## src/spcr_pkg.sv

```systemverilog
// Shared constants and types of the power, clock and reset controller.
// Assumes a 50 MHz system clock and byte addresses on an APB port.
package spcr_pkg;
    localparam int SPCR_AW = 8;
    // Register byte offsets
    localparam logic [7:0] SPCR_PWR_CTRL = 8'h00;
    localparam logic [7:0] SPCR_PWR_STAT = 8'h04;
    localparam logic [7:0] SPCR_CLK_SEL = 8'h08;
    localparam logic [7:0] SPCR_IMO_CFG = 8'h0c;
    localparam logic [7:0] SPCR_IMO_TGT = 8'h10;
    localparam logic [7:0] SPCR_IMO_TRIM = 8'h14;
    localparam logic [7:0] SPCR_WDT_CTRL = 8'h18;
    localparam logic [7:0] SPCR_WDT_MATCH = 8'h1c;
    localparam logic [7:0] SPCR_WDT_COUNT = 8'h20;
    localparam logic [7:0] SPCR_RST_CAUSE = 8'h24;
    localparam logic [7:0] SPCR_SW_RESET = 8'h28;
    localparam logic [7:0] SPCR_INT_STAT = 8'h2c;
    localparam logic [7:0] SPCR_INT_MASK = 8'h30;
    localparam logic [5:0] SPCR_DIV_WORD0 = 6'h10;
    // Dividers
    localparam int SPCR_NUM_DIV = 18;
    localparam int SPCR_NUM_INT_DIV = 12;
    localparam int SPCR_NUM_FRAC16 = 5;
    localparam int SPCR_DIV_W16 = 16;
    localparam int SPCR_DIV_W24 = 24;
    localparam int SPCR_FRAC_W = 5;
    localparam int SPCR_DIV_FRAC_LSB = 24;
    localparam int SPCR_DIV_EN_BIT = 31;
    // Field positions
    localparam int SPCR_IMO_LOCK_BIT = 8;
    localparam int SPCR_WDT_EN_BIT = 0;
    localparam int SPCR_WDT_RSTEN_BIT = 1;
    localparam int SPCR_WDT_WCO_BIT = 2;
    localparam int SPCR_CAUSE_WDT = 0;
    localparam int SPCR_CAUSE_SW = 1;
    localparam int SPCR_CAUSE_PIN = 2;
    localparam int SPCR_CAUSE_BOD = 3;
    localparam int SPCR_EV_WAKE = 0;
    localparam int SPCR_EV_WDT = 1;
    localparam int SPCR_EV_CLK = 2;
    // Reset values
    localparam logic [2:0] SPCR_IMO_CODE_RST = 3'h0;
    localparam logic [2:0] SPCR_IMO_CODE_MAX = 3'h6;
    localparam logic [7:0] SPCR_IMO_TRIM_RST = 8'h80;
    localparam logic [11:0] SPCR_IMO_TGT_RST = 12'h5b9;
    localparam logic [31:0] SPCR_WDT_MATCH_RST = 32'h0000ffff;
    // Timing
    localparam int SPCR_CLK_MHZ = 50;
    localparam int SPCR_WAKE_US = 35;
    localparam int SPCR_WAKE_CYC = SPCR_WAKE_US * SPCR_CLK_MHZ;
    localparam int SPCR_RST_HOLD_CYC = 16;
    localparam int SPCR_SW_GAP_CYC = 4;
    localparam int SPCR_IMO_BASE_MHZ = 24;
    localparam int SPCR_IMO_STEP_MHZ = 4;

    typedef enum logic [2:0] {
        SPCR_HOLD = 3'b000,
        SPCR_ACTIVE = 3'b001,
        SPCR_SLEEP = 3'b010,
        SPCR_DEEP = 3'b011,
        SPCR_WAKE = 3'b100
    } spcr_mode_t;

    typedef enum logic [1:0] {
        SPCR_SRC_IMO = 2'b00,
        SPCR_SRC_ECO = 2'b01,
        SPCR_SRC_EXT = 2'b10,
        SPCR_SRC_PLL = 2'b11
    } spcr_src_t;

    typedef struct packed {
        logic cpu_pwr;
        logic hf_clk;
        logic periph_clk;
        logic cpu_clk;
    } spcr_gate_t;
endpackage

```

## src/spcr_top.sv

```systemverilog
// Power mode sequencer, root clock switch, peripheral dividers, oscillator
// lock, watchdog and reset control with an APB register port.
// Assumes oscillator, supply and wake inputs are asynchronous to clock.
// Functional notes
// - Three modes Active, Sleep, Deep Sleep; controller owns all transitions.
// - Active: every subsystem clock enabled.
// - Sleep: gate processor clock, keep peripherals; wake event returns Active.
// - Deep Sleep: high-speed clock off; wake-up takes 35 us.
// - Hold mode entry until supply good; brown-out causes reset.
// - Wake logic works in Deep Sleep with processor power off.
// - Root clock source switches without glitch or runt pulse.
// - Signals crossing domains are synchronised before use.
// - Eighteen dividers: twelve 16-bit integer, five 16-bit and one 24-bit frac.
// - Main oscillator starts at 24 MHz, selectable to 48 MHz in 4 MHz steps.
// - Option locks main oscillator to the 32 kHz watch crystal.
// - Watchdog counts low-power oscillator, resets system on missed service.
// - Watchdog reset logged in readable reset cause register.
// - Reset cause survives the reset it reports.
// - All resets, software too, asynchronous and return logic to known state; sources other than rst set sys_reset on a clock edge.
// - Watchdog counter usable as real-time clock from watch crystal.
//
// Local design decisions: the register offsets and the APB register port.
`timescale 1ns/1ps
module spcr_top #(
    parameter int NUM_DIV = 18,
    parameter int WAKE_CYC = spcr_pkg::SPCR_WAKE_CYC,
    parameter int RST_HOLD = spcr_pkg::SPCR_RST_HOLD_CYC
) (
    // Clock, reset, enable
    input wire logic clock,
    input wire logic rst,
    input wire logic ce,
    // APB slave
    input wire logic [spcr_pkg::SPCR_AW-1:0] paddr,
    input wire logic psel,
    input wire logic penable,
    input wire logic pwrite,
    input wire logic [31:0] pwdata,
    output logic [31:0] prdata,
    output logic pready,
    output logic pslverr,
    // Pins and analog monitors
    input wire logic external_reset_n,
    input wire logic supply_good,
    input wire logic brownout,
    input wire logic internal_low_power_osc,
    input wire logic watch_crystal_osc,
    // Processor side
    input wire logic sleep_req,
    input wire logic [7:0] wake_irq,
    // Controls out
    output spcr_pkg::spcr_gate_t gate,
    output spcr_pkg::spcr_mode_t power_mode,
    output spcr_pkg::spcr_src_t root_src,
    output logic root_clk_on,
    output logic [NUM_DIV-1:0] div_clk_en,
    output logic [2:0] imo_freq_code,
    output logic [7:0] imo_trim,
    output logic sys_reset,
    output logic irq
);
    import spcr_pkg::*;

    localparam int NSYNC = 13;
    localparam logic [NSYNC-1:0] SYNC_RST = 13'h0001;

    // Input synchronisers, ext_n at bit 0
    logic [NSYNC-1:0] async_in, sync1_r, sync2_r;
    logic [1:0] osc_d_r;
    assign async_in = {wake_irq, watch_crystal_osc, internal_low_power_osc,
                       brownout, supply_good, external_reset_n};
    always_ff @(posedge clock or posedge rst) begin
        if (rst) begin
            sync1_r <= SYNC_RST;
            sync2_r <= SYNC_RST;
            osc_d_r <= 2'h0;
        end else if (ce) begin
            sync1_r <= async_in;
            sync2_r <= sync1_r;
            osc_d_r <= sync2_r[4:3];
        end
    end
    wire ext_n_s = sync2_r[0];
    wire supply_s = sync2_r[1];
    wire brown_s = sync2_r[2];
    wire ilo_rise = sync2_r[3] & ~osc_d_r[0];
    wire wco_rise = sync2_r[4] & ~osc_d_r[1];
    wire wake_any = |sync2_r[12:5];

    // APB decode
    logic pready_r, pslverr_r;
    logic [31:0] prdata_r;
    wire setup = psel & ~penable;
    wire access = psel & penable & pready_r;
    wire wr_en = access & pwrite;
    wire rd_en = access & ~pwrite;
    wire [5:0] word = paddr[7:2];
    wire [5:0] div_off = word - SPCR_DIV_WORD0;
    wire div_hit = (word >= SPCR_DIV_WORD0) &&
                   (div_off < 6'(NUM_DIV));
    wire [4:0] div_idx = div_off[4:0];
    wire ctl_hit = paddr <= SPCR_INT_MASK;
    wire addr_ok = (paddr[1:0] == 2'h0) & (div_hit | ctl_hit);
    wire wr_ctl = wr_en & (paddr == SPCR_PWR_CTRL);
    wire wr_clk = wr_en & (paddr == SPCR_CLK_SEL);
    wire wr_imo = wr_en & (paddr == SPCR_IMO_CFG);
    wire wr_tgt = wr_en & (paddr == SPCR_IMO_TGT);
    wire wr_wctl = wr_en & (paddr == SPCR_WDT_CTRL);
    wire wr_wmat = wr_en & (paddr == SPCR_WDT_MATCH);
    wire wr_wcnt = wr_en & (paddr == SPCR_WDT_COUNT);
    wire wr_cause = wr_en & (paddr == SPCR_RST_CAUSE);
    wire wr_swr = wr_en & (paddr == SPCR_SW_RESET) & pwdata[0];
    wire wr_mask = wr_en & (paddr == SPCR_INT_MASK);
    wire rd_stat = rd_en & (paddr == SPCR_INT_STAT);

    // Reset generation; only power-on rst resets it
    logic sys_reset_r, sw_rst_r, wdt_fire_r;
    logic [7:0] rst_cnt_r;
    logic [3:0] cause_r;
    wire [3:0] cause_set = {brown_s, ~ext_n_s, sw_rst_r, wdt_fire_r};
    wire rst_src = |cause_set;
    wire [3:0] cause_clr = wr_cause ? pwdata[3:0] : 4'h0;
    wire [3:0] cause_nxt = (cause_r & ~cause_clr) | cause_set;
    always_ff @(posedge clock or posedge rst) begin
        if (rst) begin
            sys_reset_r <= 1'b1;
            rst_cnt_r <= 8'(RST_HOLD);
            cause_r <= 4'h0;
        end else if (ce) begin
            cause_r <= cause_nxt;
            if (rst_src) begin
                // Pin held low keeps reloading the hold count
                sys_reset_r <= 1'b1;
                rst_cnt_r <= 8'(RST_HOLD);
            end else if (rst_cnt_r != 8'h0) begin
                rst_cnt_r <= rst_cnt_r - 8'h1;
            end else begin
                sys_reset_r <= 1'b0;
            end
        end
    end
    // Everything below restarts from its reset value on any source
    wire lrst = rst | sys_reset_r;

    // Power mode sequencer
    spcr_mode_t mode_r, mode_nxt;
    logic [11:0] wake_cnt_r;
    logic deep_sel_r;
    spcr_gate_t gate_r, gate_nxt;
    always_comb begin
        mode_nxt = mode_r;
        case (mode_r)
            SPCR_HOLD: if (supply_s) mode_nxt = SPCR_ACTIVE;
            SPCR_ACTIVE: if (sleep_req) begin
                mode_nxt = deep_sel_r ? SPCR_DEEP : SPCR_SLEEP;
            end
            SPCR_SLEEP: if (wake_any) mode_nxt = SPCR_ACTIVE;
            SPCR_DEEP: if (wake_any) mode_nxt = SPCR_WAKE;
            SPCR_WAKE: if (wake_cnt_r == 12'h0) mode_nxt = SPCR_ACTIVE;
            default: mode_nxt = SPCR_HOLD;
        endcase
    end
    assign gate_nxt.cpu_clk = mode_nxt == SPCR_ACTIVE;
    assign gate_nxt.periph_clk = (mode_nxt == SPCR_ACTIVE) |
                                 (mode_nxt == SPCR_SLEEP);
    assign gate_nxt.hf_clk = (mode_nxt != SPCR_DEEP) &
                             (mode_nxt != SPCR_HOLD);
    assign gate_nxt.cpu_pwr = gate_nxt.hf_clk;
    always_ff @(posedge clock or posedge lrst) begin
        if (lrst) begin
            mode_r <= SPCR_HOLD;
            wake_cnt_r <= 12'h0;
            gate_r <= '0;
        end else if (ce) begin
            mode_r <= mode_nxt;
            gate_r <= gate_nxt;
            if (mode_nxt == SPCR_WAKE && mode_r == SPCR_DEEP) begin
                wake_cnt_r <= 12'(WAKE_CYC - 1);
            end else if (wake_cnt_r != 12'h0) begin
                wake_cnt_r <= wake_cnt_r - 12'h1;
            end
        end
    end

    // Root clock switch: gate off, settle, swap, settle, gate on
    spcr_src_t src_req_r, src_r;
    logic root_on_r;
    logic [2:0] sw_cnt_r;
    wire src_diff = src_req_r != src_r;
    wire root_start = ~root_on_r & (sw_cnt_r == 3'h0) & ~src_diff &
                      gate_r.hf_clk;
    always_ff @(posedge clock or posedge lrst) begin
        if (lrst) begin
            src_req_r <= SPCR_SRC_IMO;
            src_r <= SPCR_SRC_IMO;
            root_on_r <= 1'b0;
            sw_cnt_r <= 3'h0;
        end else if (ce) begin
            if (wr_clk) src_req_r <= spcr_src_t'(pwdata[1:0]);
            if (root_on_r) begin
                if (src_diff | ~gate_r.hf_clk) begin
                    root_on_r <= 1'b0;
                    sw_cnt_r <= 3'(SPCR_SW_GAP_CYC);
                end
            end else if (sw_cnt_r != 3'h0) begin
                sw_cnt_r <= sw_cnt_r - 3'h1;
            end else if (src_diff) begin
                // Source changes only while the output is held low
                src_r <= src_req_r;
                sw_cnt_r <= 3'(SPCR_SW_GAP_CYC);
            end else if (root_start) begin
                root_on_r <= 1'b1;
            end
        end
    end

    // Peripheral dividers; pulses are clock enables on the root clock
    logic [31:0] div_cfg_r [NUM_DIV];
    logic [NUM_DIV-1:0] div_en_r;
    for (genvar i = 0; i < NUM_DIV; i++) begin : g_div
        localparam int IW = (i == NUM_DIV - 1) ? SPCR_DIV_W24 : SPCR_DIV_W16;
        localparam bit FRAC = i >= SPCR_NUM_INT_DIV;
        logic [23:0] cnt_r;
        logic [4:0] acc_r;
        logic extra_r;
        wire [23:0] int_val = 24'(div_cfg_r[i][IW-1:0]);
        wire [4:0] frac_val = FRAC ?
            div_cfg_r[i][SPCR_DIV_FRAC_LSB +: SPCR_FRAC_W] : 5'h0;
        wire [5:0] acc_sum = {1'b0, acc_r} + {1'b0, frac_val};
        wire [24:0] limit = {1'b0, int_val} + {24'h0, extra_r};
        wire run = div_cfg_r[i][SPCR_DIV_EN_BIT] & root_on_r;
        wire wrap = run & ({1'b0, cnt_r} >= limit);
        wire [31:0] wmask = {1'b1, 2'h0, FRAC ? 5'h1f : 5'h0,
                             24'((25'h1 << IW) - 25'h1)};
        always_ff @(posedge clock or posedge lrst) begin
            if (lrst) begin
                div_cfg_r[i] <= 32'h0;
                cnt_r <= 24'h0;
                acc_r <= 5'h0;
                extra_r <= 1'b0;
                div_en_r[i] <= 1'b0;
            end else if (ce) begin
                if (wr_en & addr_ok & div_hit & (div_idx == 5'(i))) begin
                    div_cfg_r[i] <= pwdata & wmask;
                end
                div_en_r[i] <= wrap;
                if (wrap) begin
                    cnt_r <= 24'h0;
                    acc_r <= acc_sum[4:0];
                    extra_r <= acc_sum[5];
                end else if (run) begin
                    cnt_r <= cnt_r + 24'h1;
                end
            end
        end
    end

    // Main oscillator frequency and lock to the watch crystal
    logic [2:0] imo_code_r;
    logic imo_lock_r;
    logic [11:0] imo_tgt_r;
    logic [15:0] per_cnt_r;
    logic [7:0] trim_r;
    wire [2:0] code_in = (pwdata[2:0] > SPCR_IMO_CODE_MAX) ?
                         SPCR_IMO_CODE_MAX : pwdata[2:0];
    wire [15:0] tgt16 = {4'h0, imo_tgt_r};
    always_ff @(posedge clock or posedge lrst) begin
        if (lrst) begin
            imo_code_r <= SPCR_IMO_CODE_RST;
            imo_lock_r <= 1'b0;
            imo_tgt_r <= SPCR_IMO_TGT_RST;
            per_cnt_r <= 16'h0;
            trim_r <= SPCR_IMO_TRIM_RST;
        end else if (ce) begin
            if (wr_imo) begin
                imo_code_r <= code_in;
                imo_lock_r <= pwdata[SPCR_IMO_LOCK_BIT];
            end
            if (wr_tgt) imo_tgt_r <= pwdata[11:0];
            if (wco_rise) begin
                per_cnt_r <= 16'h0;
                // Trim steps one code per crystal period, saturating
                if (imo_lock_r & (per_cnt_r > tgt16) & (trim_r != 8'h00)) begin
                    trim_r <= trim_r - 8'h1;
                end else if (imo_lock_r & (per_cnt_r < tgt16) &
                             (trim_r != 8'hff)) begin
                    trim_r <= trim_r + 8'h1;
                end
            end else if (per_cnt_r != 16'hffff) begin
                per_cnt_r <= per_cnt_r + 16'h1;
            end
        end
    end

    // Watchdog and real-time counter
    logic [2:0] wdt_ctrl_r;
    logic [31:0] wdt_match_r, wdt_cnt_r;
    wire wdt_tick = wdt_ctrl_r[SPCR_WDT_WCO_BIT] ? wco_rise : ilo_rise;
    wire wdt_hit = wdt_ctrl_r[SPCR_WDT_EN_BIT] & wdt_tick &
                   (wdt_cnt_r == wdt_match_r);
    always_ff @(posedge clock or posedge lrst) begin
        if (lrst) begin
            wdt_ctrl_r <= 3'h0;
            wdt_match_r <= SPCR_WDT_MATCH_RST;
            wdt_cnt_r <= 32'h0;
            wdt_fire_r <= 1'b0;
            sw_rst_r <= 1'b0;
        end else if (ce) begin
            if (wr_wctl) wdt_ctrl_r <= pwdata[2:0];
            if (wr_wmat) wdt_match_r <= pwdata;
            // Any write to the count register services the watchdog
            if (wr_wcnt) begin
                wdt_cnt_r <= 32'h0;
            end else if (wdt_ctrl_r[SPCR_WDT_EN_BIT] & wdt_tick) begin
                wdt_cnt_r <= wdt_cnt_r + 32'h1;
            end
            if (wdt_hit & wdt_ctrl_r[SPCR_WDT_RSTEN_BIT]) begin
                wdt_fire_r <= 1'b1;
            end
            if (wr_swr) sw_rst_r <= 1'b1;
        end
    end

    // Interrupt status, cleared by read, set wins
    logic [2:0] stat_r, mask_r;
    logic irq_r;
    wire [2:0] ev = {root_start & ~root_on_r, wdt_hit,
                     wake_any & ((mode_r == SPCR_SLEEP) |
                                 (mode_r == SPCR_DEEP))};
    wire [2:0] stat_nxt = (rd_stat ? 3'h0 : stat_r) | ev;
    always_ff @(posedge clock or posedge lrst) begin
        if (lrst) begin
            stat_r <= 3'h0;
            mask_r <= 3'h0;
            irq_r <= 1'b0;
            deep_sel_r <= 1'b0;
        end else if (ce) begin
            stat_r <= stat_nxt;
            if (wr_mask) mask_r <= pwdata[2:0];
            if (wr_ctl) deep_sel_r <= pwdata[0];
            irq_r <= |(stat_nxt & (wr_mask ? pwdata[2:0] : mask_r));
        end
    end

    // Read data select
    wire [31:0] rdata =
        div_hit ? div_cfg_r[div_idx] :
        (paddr == SPCR_PWR_CTRL) ? {31'h0, deep_sel_r} :
        (paddr == SPCR_PWR_STAT) ? {28'h0, gate_r.hf_clk, mode_r} :
        (paddr == SPCR_CLK_SEL) ? {27'h0, root_on_r, src_r, src_req_r} :
        (paddr == SPCR_IMO_CFG) ? {23'h0, imo_lock_r, 5'h0, imo_code_r} :
        (paddr == SPCR_IMO_TGT) ? {20'h0, imo_tgt_r} :
        (paddr == SPCR_IMO_TRIM) ? {24'h0, trim_r} :
        (paddr == SPCR_WDT_CTRL) ? {29'h0, wdt_ctrl_r} :
        (paddr == SPCR_WDT_MATCH) ? wdt_match_r :
        (paddr == SPCR_WDT_COUNT) ? wdt_cnt_r :
        (paddr == SPCR_RST_CAUSE) ? {28'h0, cause_r} :
        (paddr == SPCR_INT_STAT) ? {29'h0, stat_r} :
        (paddr == SPCR_INT_MASK) ? {29'h0, mask_r} : 32'h0;

    // APB answer: one wait-free access phase
    always_ff @(posedge clock or posedge lrst) begin
        if (lrst) begin
            pready_r <= 1'b0;
            pslverr_r <= 1'b0;
            prdata_r <= 32'h0;
        end else if (ce) begin
            pready_r <= setup;
            pslverr_r <= setup & ~addr_ok;
            prdata_r <= (setup & ~pwrite & addr_ok) ? rdata : 32'h0;
        end
    end

    assign prdata = prdata_r;
    assign pready = pready_r;
    assign pslverr = pslverr_r;
    assign gate = gate_r;
    assign power_mode = mode_r;
    assign root_src = src_r;
    assign root_clk_on = root_on_r;
    assign div_clk_en = div_en_r;
    assign imo_freq_code = imo_code_r;
    assign imo_trim = trim_r;
    assign sys_reset = sys_reset_r;
    assign irq = irq_r;
endmodule

```

## config.mk

```make
export PLATFORM = sky130hd
export DESIGN_NAME = spcr_top
export DESIGN_NICKNAME = d
export VERILOG_FILES = /design/src/spcr_pkg.sv /design/src/spcr_top.sv
export SDC_FILE = /design/constraint.sdc
export NUM_CORES = 2
export LEC_CHECK = 0
export BUFFER_PORTS_ARGS = -buffer_cell sky130_fd_sc_hd__buf_2
export CORE_UTILIZATION = 50
export DETAILED_ROUTE_END_ITERATION = 10
export PLACE_DENSITY = 0.68
export SETUP_SLACK_MARGIN = 0.02
export SKIP_LAST_GASP = 1
export SYNTH_ARGS = -nofsm -noshare
export SYNTH_HDL_FRONTEND = slang
export SYNTH_SLANG_ARGS = --single-unit
```

## constraint.sdc

```tcl
create_clock -name clock -period 62.1 [get_ports clock]
set_input_delay 6.21 -clock clock [delete_from_list [all_inputs] [get_ports clock]]
set_output_delay 6.21 -clock clock [all_outputs]
set_load 0.005 [all_outputs]
```

=== Yosys cells after proc, flatten, opt, wreduce, memory -nomap -nowiden ===
Index checks and enable logic that the tools add are counted.

* Bitwise operators: 113
* Reductions and logical operators: 98
* Equal/unequal tests: 43
* $lt $le $gt $ge: 25
* Muxes and demuxes: 86
* Add/subtract/negate cells: 38

{| class="wikitable"
|+ Operators with widths
! operator !! number
|-
| $mux W24 || 36
|-
| $mux W32 || 15
|-
| $add A24 B1 Y24 const B || 18
|-
| $ge A24 B16 Y1 || 12
|-
| $bmux W32 S5 || 1
|-
| $ge A24 B17 Y1 || 5
|-
| $reduce_and A2 Y1 || 55
|-
| $and A1 B1 Y1 || 92
|-
| $add A16 B1 Y17 || 5
|-
| $reduce_bool A2 Y1 || 23
|-
| $mux W3 || 14
|-
| $eq A5 B4 Y1 const B || 8
|-
| $eq A8 B6 Y1 const B || 5
|-
| $add A5 B5 Y6 || 6
|-
| $add A32 B1 Y32 const B || 1
|-
| $eq A32 B32 Y1 || 1
|-
| $eq A8 B5 Y1 const B || 4
|-
| $mux W16 || 2
|-
| $mux W8 || 4
|-
| $add A24 B1 Y25 || 1
|-
| $ge A24 B25 Y1 || 1
|-
| $mux W12 || 2
|-
| $eq A5 B3 Y1 const B || 4
|-
| $add A16 B1 Y16 const B || 1
|-
| other kinds (51) || 87
|}

* Word-level logic and storage cells: 501
* Output and inout port bits: 75
* Flip-flop bits (word level): 1048

=== Depth between registers and ports, before layout ===
* Depth after elaboration: 15
* Depth in mapped cells: 18
* Depth with buffers taken out: 15

=== Worst setup path after synthesis ===
Ideal clock, no wire load.

* Kind: in2reg
* Start point: input port paddr[6] (netlist bit)
* End point: register div_cfg_r[184] (netlist bit)
* Data required time: 61.975 ns
* Setup time: 0.125 ns
* Stages on the path: 11
* Arrival time: 8.821 ns
* Path buffers: 3
* Setup slack: 53.155 ns
* Cells stage by stage: clkbuf_1 buf_1 inv_1 ha_1 o31ai_1 and3b_1 nand3_1 or2_2 nor3_1 buf_2 mux2_2

* Cells in the longest elaborated chain, start to end: 9

{| class="wikitable"
|+ RTL lines
! what !! line !! RTL
|-
| start: declaration || spcr_top.sv:34 || <nowiki>input wire logic [spcr_pkg::SPCR_AW-1:0] paddr,</nowiki>
|-
| $sub A6 B5 Y6 || spcr_top.sv:98 || <nowiki>wire [5:0] div_off = word - SPCR_DIV_WORD0;</nowiki>
|-
| $lt A6 B5 Y1 || spcr_top.sv:100 || <nowiki>(div_off < 6'(NUM_DIV));</nowiki>
|-
| $logic_and A1 B1 Y1 || spcr_top.sv:99 || <nowiki>wire div_hit = (word >= SPCR_DIV_WORD0) &&</nowiki>
|-
| $or A1 B1 Y1 || spcr_top.sv:103 || <nowiki>wire addr_ok = (paddr[1:0] == 2'h0) & (div_hit | ctl_hit);</nowiki>
|-
| $and A1 B1 Y1 || spcr_top.sv:103 ||
|-
| $and A1 B1 Y1 (2 in series) || spcr_top.sv:243 || <nowiki>if (wr_en & addr_ok & div_hit & (div_idx == 5'(i))) begin</nowiki>
|-
| $and A1 B1 Y1 (*) || spcr_top.sv:243 ||
|-
| $reduce_and A2 Y1 (no source line) (*) || -- ||
|-
| end signal: indexed assignment || spcr_top.sv:244 || <nowiki>div_cfg_r[i] <= pwdata & wmask;</nowiki>
|-
| end: declaration || spcr_top.sv:218 || <nowiki>logic [31:0] div_cfg_r [NUM_DIV];</nowiki>
|}

Every way passes the cells marked *; elsewhere a longest branch is shown, timed or not.
A chain may end at the register's enable or synchronous reset.

==> results.yml <==
outcome:
  status: "complete, no violations"
critical_path:
  worstSetupPathType: "input pin to async pin"
  arrival_ns: 11.03
  rr_worst_depth: 7
  rrSetupSlack_ns: 57.01
  end_kind: "async pin"
  crit_path_start_kind: "input pin"
  r2r-start: "sys_reset"
  r2r-end: "div_cfg_r[365]"
  path_max_fanout: 148
  critPathRequiredTime_ns: 62.87
routing:
  first_iter_violations: 3736
  wirelength_um: 161000
  drc: 0
  vias: 45200
  drt_first_pass_iters: 8
  routedWlPerCell_um: 21.2
  drtAntennaViolNets: 0
  via_per_inst: 5.93
placement:
  dp_hpwl_um: 115000
  io_buffers: 134
  placedInstanceArea_um2: 61700
  gp_congestion: 0.938
sta:
  maxSlewHeadroom_pct: 17.4
  worst_pin_slew_ns: 1.24
  rsz0062_at_grt: "no"
  hold_violations: 0
  finalCritPeriodShare_pct: 16.5
  setup_viol: 0
  drv_slew: 0
  fin_crit_ns: 10.26
  tns_ns: 0
  max_freq_mhz: 97.5
  finalClockSkew_ns: 0.0341
die:
  fp-row-count: 126
  die_w_um: 347
  coreArea_um2: 118000
  initial_core_util_pct: 50.4
  die-area_um2: 120000
  io_pins: 135
  die_h_um: 347
synthesis:
  synth.distinct_cells: 81
  ys_seq_area_share_pct: 44.1
  ys_ff_latch: 1048
  synthCells: 5905
  synth_area_um2: 59500
  yosysWarnings: 0
  synth_edf_count: 0
  syn_nets: 6360
  synthFlopType: "dfrtp_1"
  async_reset_ff_share_pct: 100
  avgSynthCellArea_um2: 10.1
finish:
  most-common-layout-cells: "dfrtp_1, nor2_1, nand2_1"
  area_delta_synth_final_pct: 10.3
  utilization_pct: 55.6
  fillers: 10100
  fin_nets: 6439
  layout_commonest_cell: "dfrtp_1"
  layout-drive-gt1-share_pct: 15.1
  finalInstanceArea_um2: 65600
clock_network:
  cts_tree: "built"
  clock-sinks: 1048
  htreeDepth: 3
  postCtsHoldBufs: 0
  clk_latency_ns: 0.76
  post-cts-setup-buffers: 0
  clk_pin_slew_worst_paths_ns: 0.05
  cts_buffer_depth: 3
  ctsResizeCount: 0
  numCtsBuffers: 117
  root_buffer: "clkbuf_16"
power_and_ir_drop:
  power_frac_clock_pct: 46.0
  pwr-share-seq_pct: 46.5
  comb_power_share_pct: 7.5
  ir_worst_vdd_mv: 0.0213
  swShare_pct: 25.7
  p_sw_mw: 0.394
  p_leak_nw: 31.5
  p_total_mw: 1.53
  p_int_mw: 1.14
  power_density_nw_per_um2: 23.4
global_routing:
  grt.total_usage_pct: 26.9
  grt_max_degree: 171
  use_met1_pct: 36.7
  grt_first_pass_wirelength_um: 255000
  overflow: 0
  grt_antenna_before_repair: 16
  grt_pass1_vias: 44200
  gr-usage-met3_pct: 4.91
  grt_busiest_layer: "met2"
  met2_usage_pct: 42.7
job:
  maxCapViolCount: 0
min_path:
  hold_class: "register to register"
  hold_path_end: "div_clk_en[3]"
  hold_depth: 1
  min_from: "div_clk_en[3]"
-- cells by family (layout without fill, tap and decap cells) --
kind of cell / count (synthesis) / count (layout) / synth area share, %
adder cells (fa/ha/maj): 395 / 395 / 8.39
other: 0 / 3 / 0
XOR/XNOR: 500 / 500 / 7.36
AND/OR/NAND/NOR: 2010 / 2010 / 16.2
buffers and inverters: 550 / 725 / 3.54
flip-flops: 1048 / 1048 / 44.1
multiplexers: 515 / 515 / 11.2
AO/OA/AOI/OAI: 887 / 887 / 9.19
-- per-stage QoR --
step / hold WS (ns) / setup slack (ns) / std cells
2_1_floorplan: 0.443 / 19.10 / 5905
3_3_place_gp: 0.463 / 50.92 / 7401
3_5_place_dp: 0.463 / 50.88 / 7401
4_1_cts: 0.476 / 51.66 / 7616
5_1_grt: 0.483 / 51.08 / 7617
6_report: 0.473 / 51.84 / 7619
-- routing by layer --
metal,vias up,wire (um)
li1,21000,-
met1,22500,69900
met2,1298,74300
met3,327,11000
met4,16,6080
met5,-,114
-- power groups by stage --
stage	sequential [mW]	clock [mW]	combinational [mW]
floorplan	0.718	0	0.0770
global placement	0.724	0	0.113
detailed placement	0.725	0	0.116
CTS	0.713	0.719	0.116
global route	0.714	0.746	0.128
finish	0.713	0.706	0.115
-- worst max-delay path: stages --
cell and delay, ns:
buf_2 0.12, nor2_4 0.08, buf_4 0.56, buf_4 0.79, buf_4 0.77, buf_4 0.70
buf_4 0.86, buf_12 0.67
-- final cells by class --
cell class                 count  area (um^2)  area share [%]
inverter                     322         1210            1.85
antenna                        3         7.51          0.0114
sequential                  1048        26300            40.0
clock buffer                 177         3420            5.22
timing repair buffer         188         1120            1.71
tap                         1536         1920            2.93
clock inverter                38          487           0.741
multi-input combinational   4307        31200            47.5
-- worst max-delay path by stage --
stage          from                  to  slack, ns  cells past startpoint
2_1_floorplan   rst          deep_sel_r      19.10                      1
5_1_grt         rst  g_div[8].cnt_r[23]      51.08                      8
4_1_cts         rst  g_div[8].cnt_r[17]      51.66                      8
3_3_place_gp    rst  g_div[8].cnt_r[20]      50.92                      8
3_5_place_dp    rst  g_div[8].cnt_r[20]      50.88                      8
6_report        rst      div_cfg_r[365]      51.84                      8
-- registers in the layout, indices dropped and copies added (netlist names), 16 cells and up --
register / count
per_cnt_r: 16
div_clk_en: 18
prdata: 32
g_div.cnt_r: 432
div_cfg_r: 344
wdt_match_r: 32
g_div.acc_r: 30
wdt_cnt_r: 32
-- cell usage after synthesis, types with 22 or more instances --
library cell	number	area [um^2]
dfrtp_1	1020	25500
nor2_1	615	2310
nand2_1	481	1810
mux2_2	393	4430
ha_1	388	4850
xor2_1	324	2840
inv_1	322	1210
o21ai_0	300	1500
nand3_1	239	1200
a21oi_1	222	1110
xnor2_1	176	1540
clkbuf_1	169	634
nand4_1	146	913
and3_1	107	669
a21o_1	98	736
nor3_1	83	415
mux4_2	82	1850
nor2b_1	62	388
nor4_1	59	369
or3_1	48	300
and4_1	42	368
mux2i_1	38	380
a31oi_1	37	231
and2_1	31	194
buf_1	31	116
nand2b_1	31	194
o2bb2ai_1	29	254
dfstp_2	28	736
buf_2	26	130
or4_1	22	165
No activity file was read; power rests on OpenSTA's default activity.
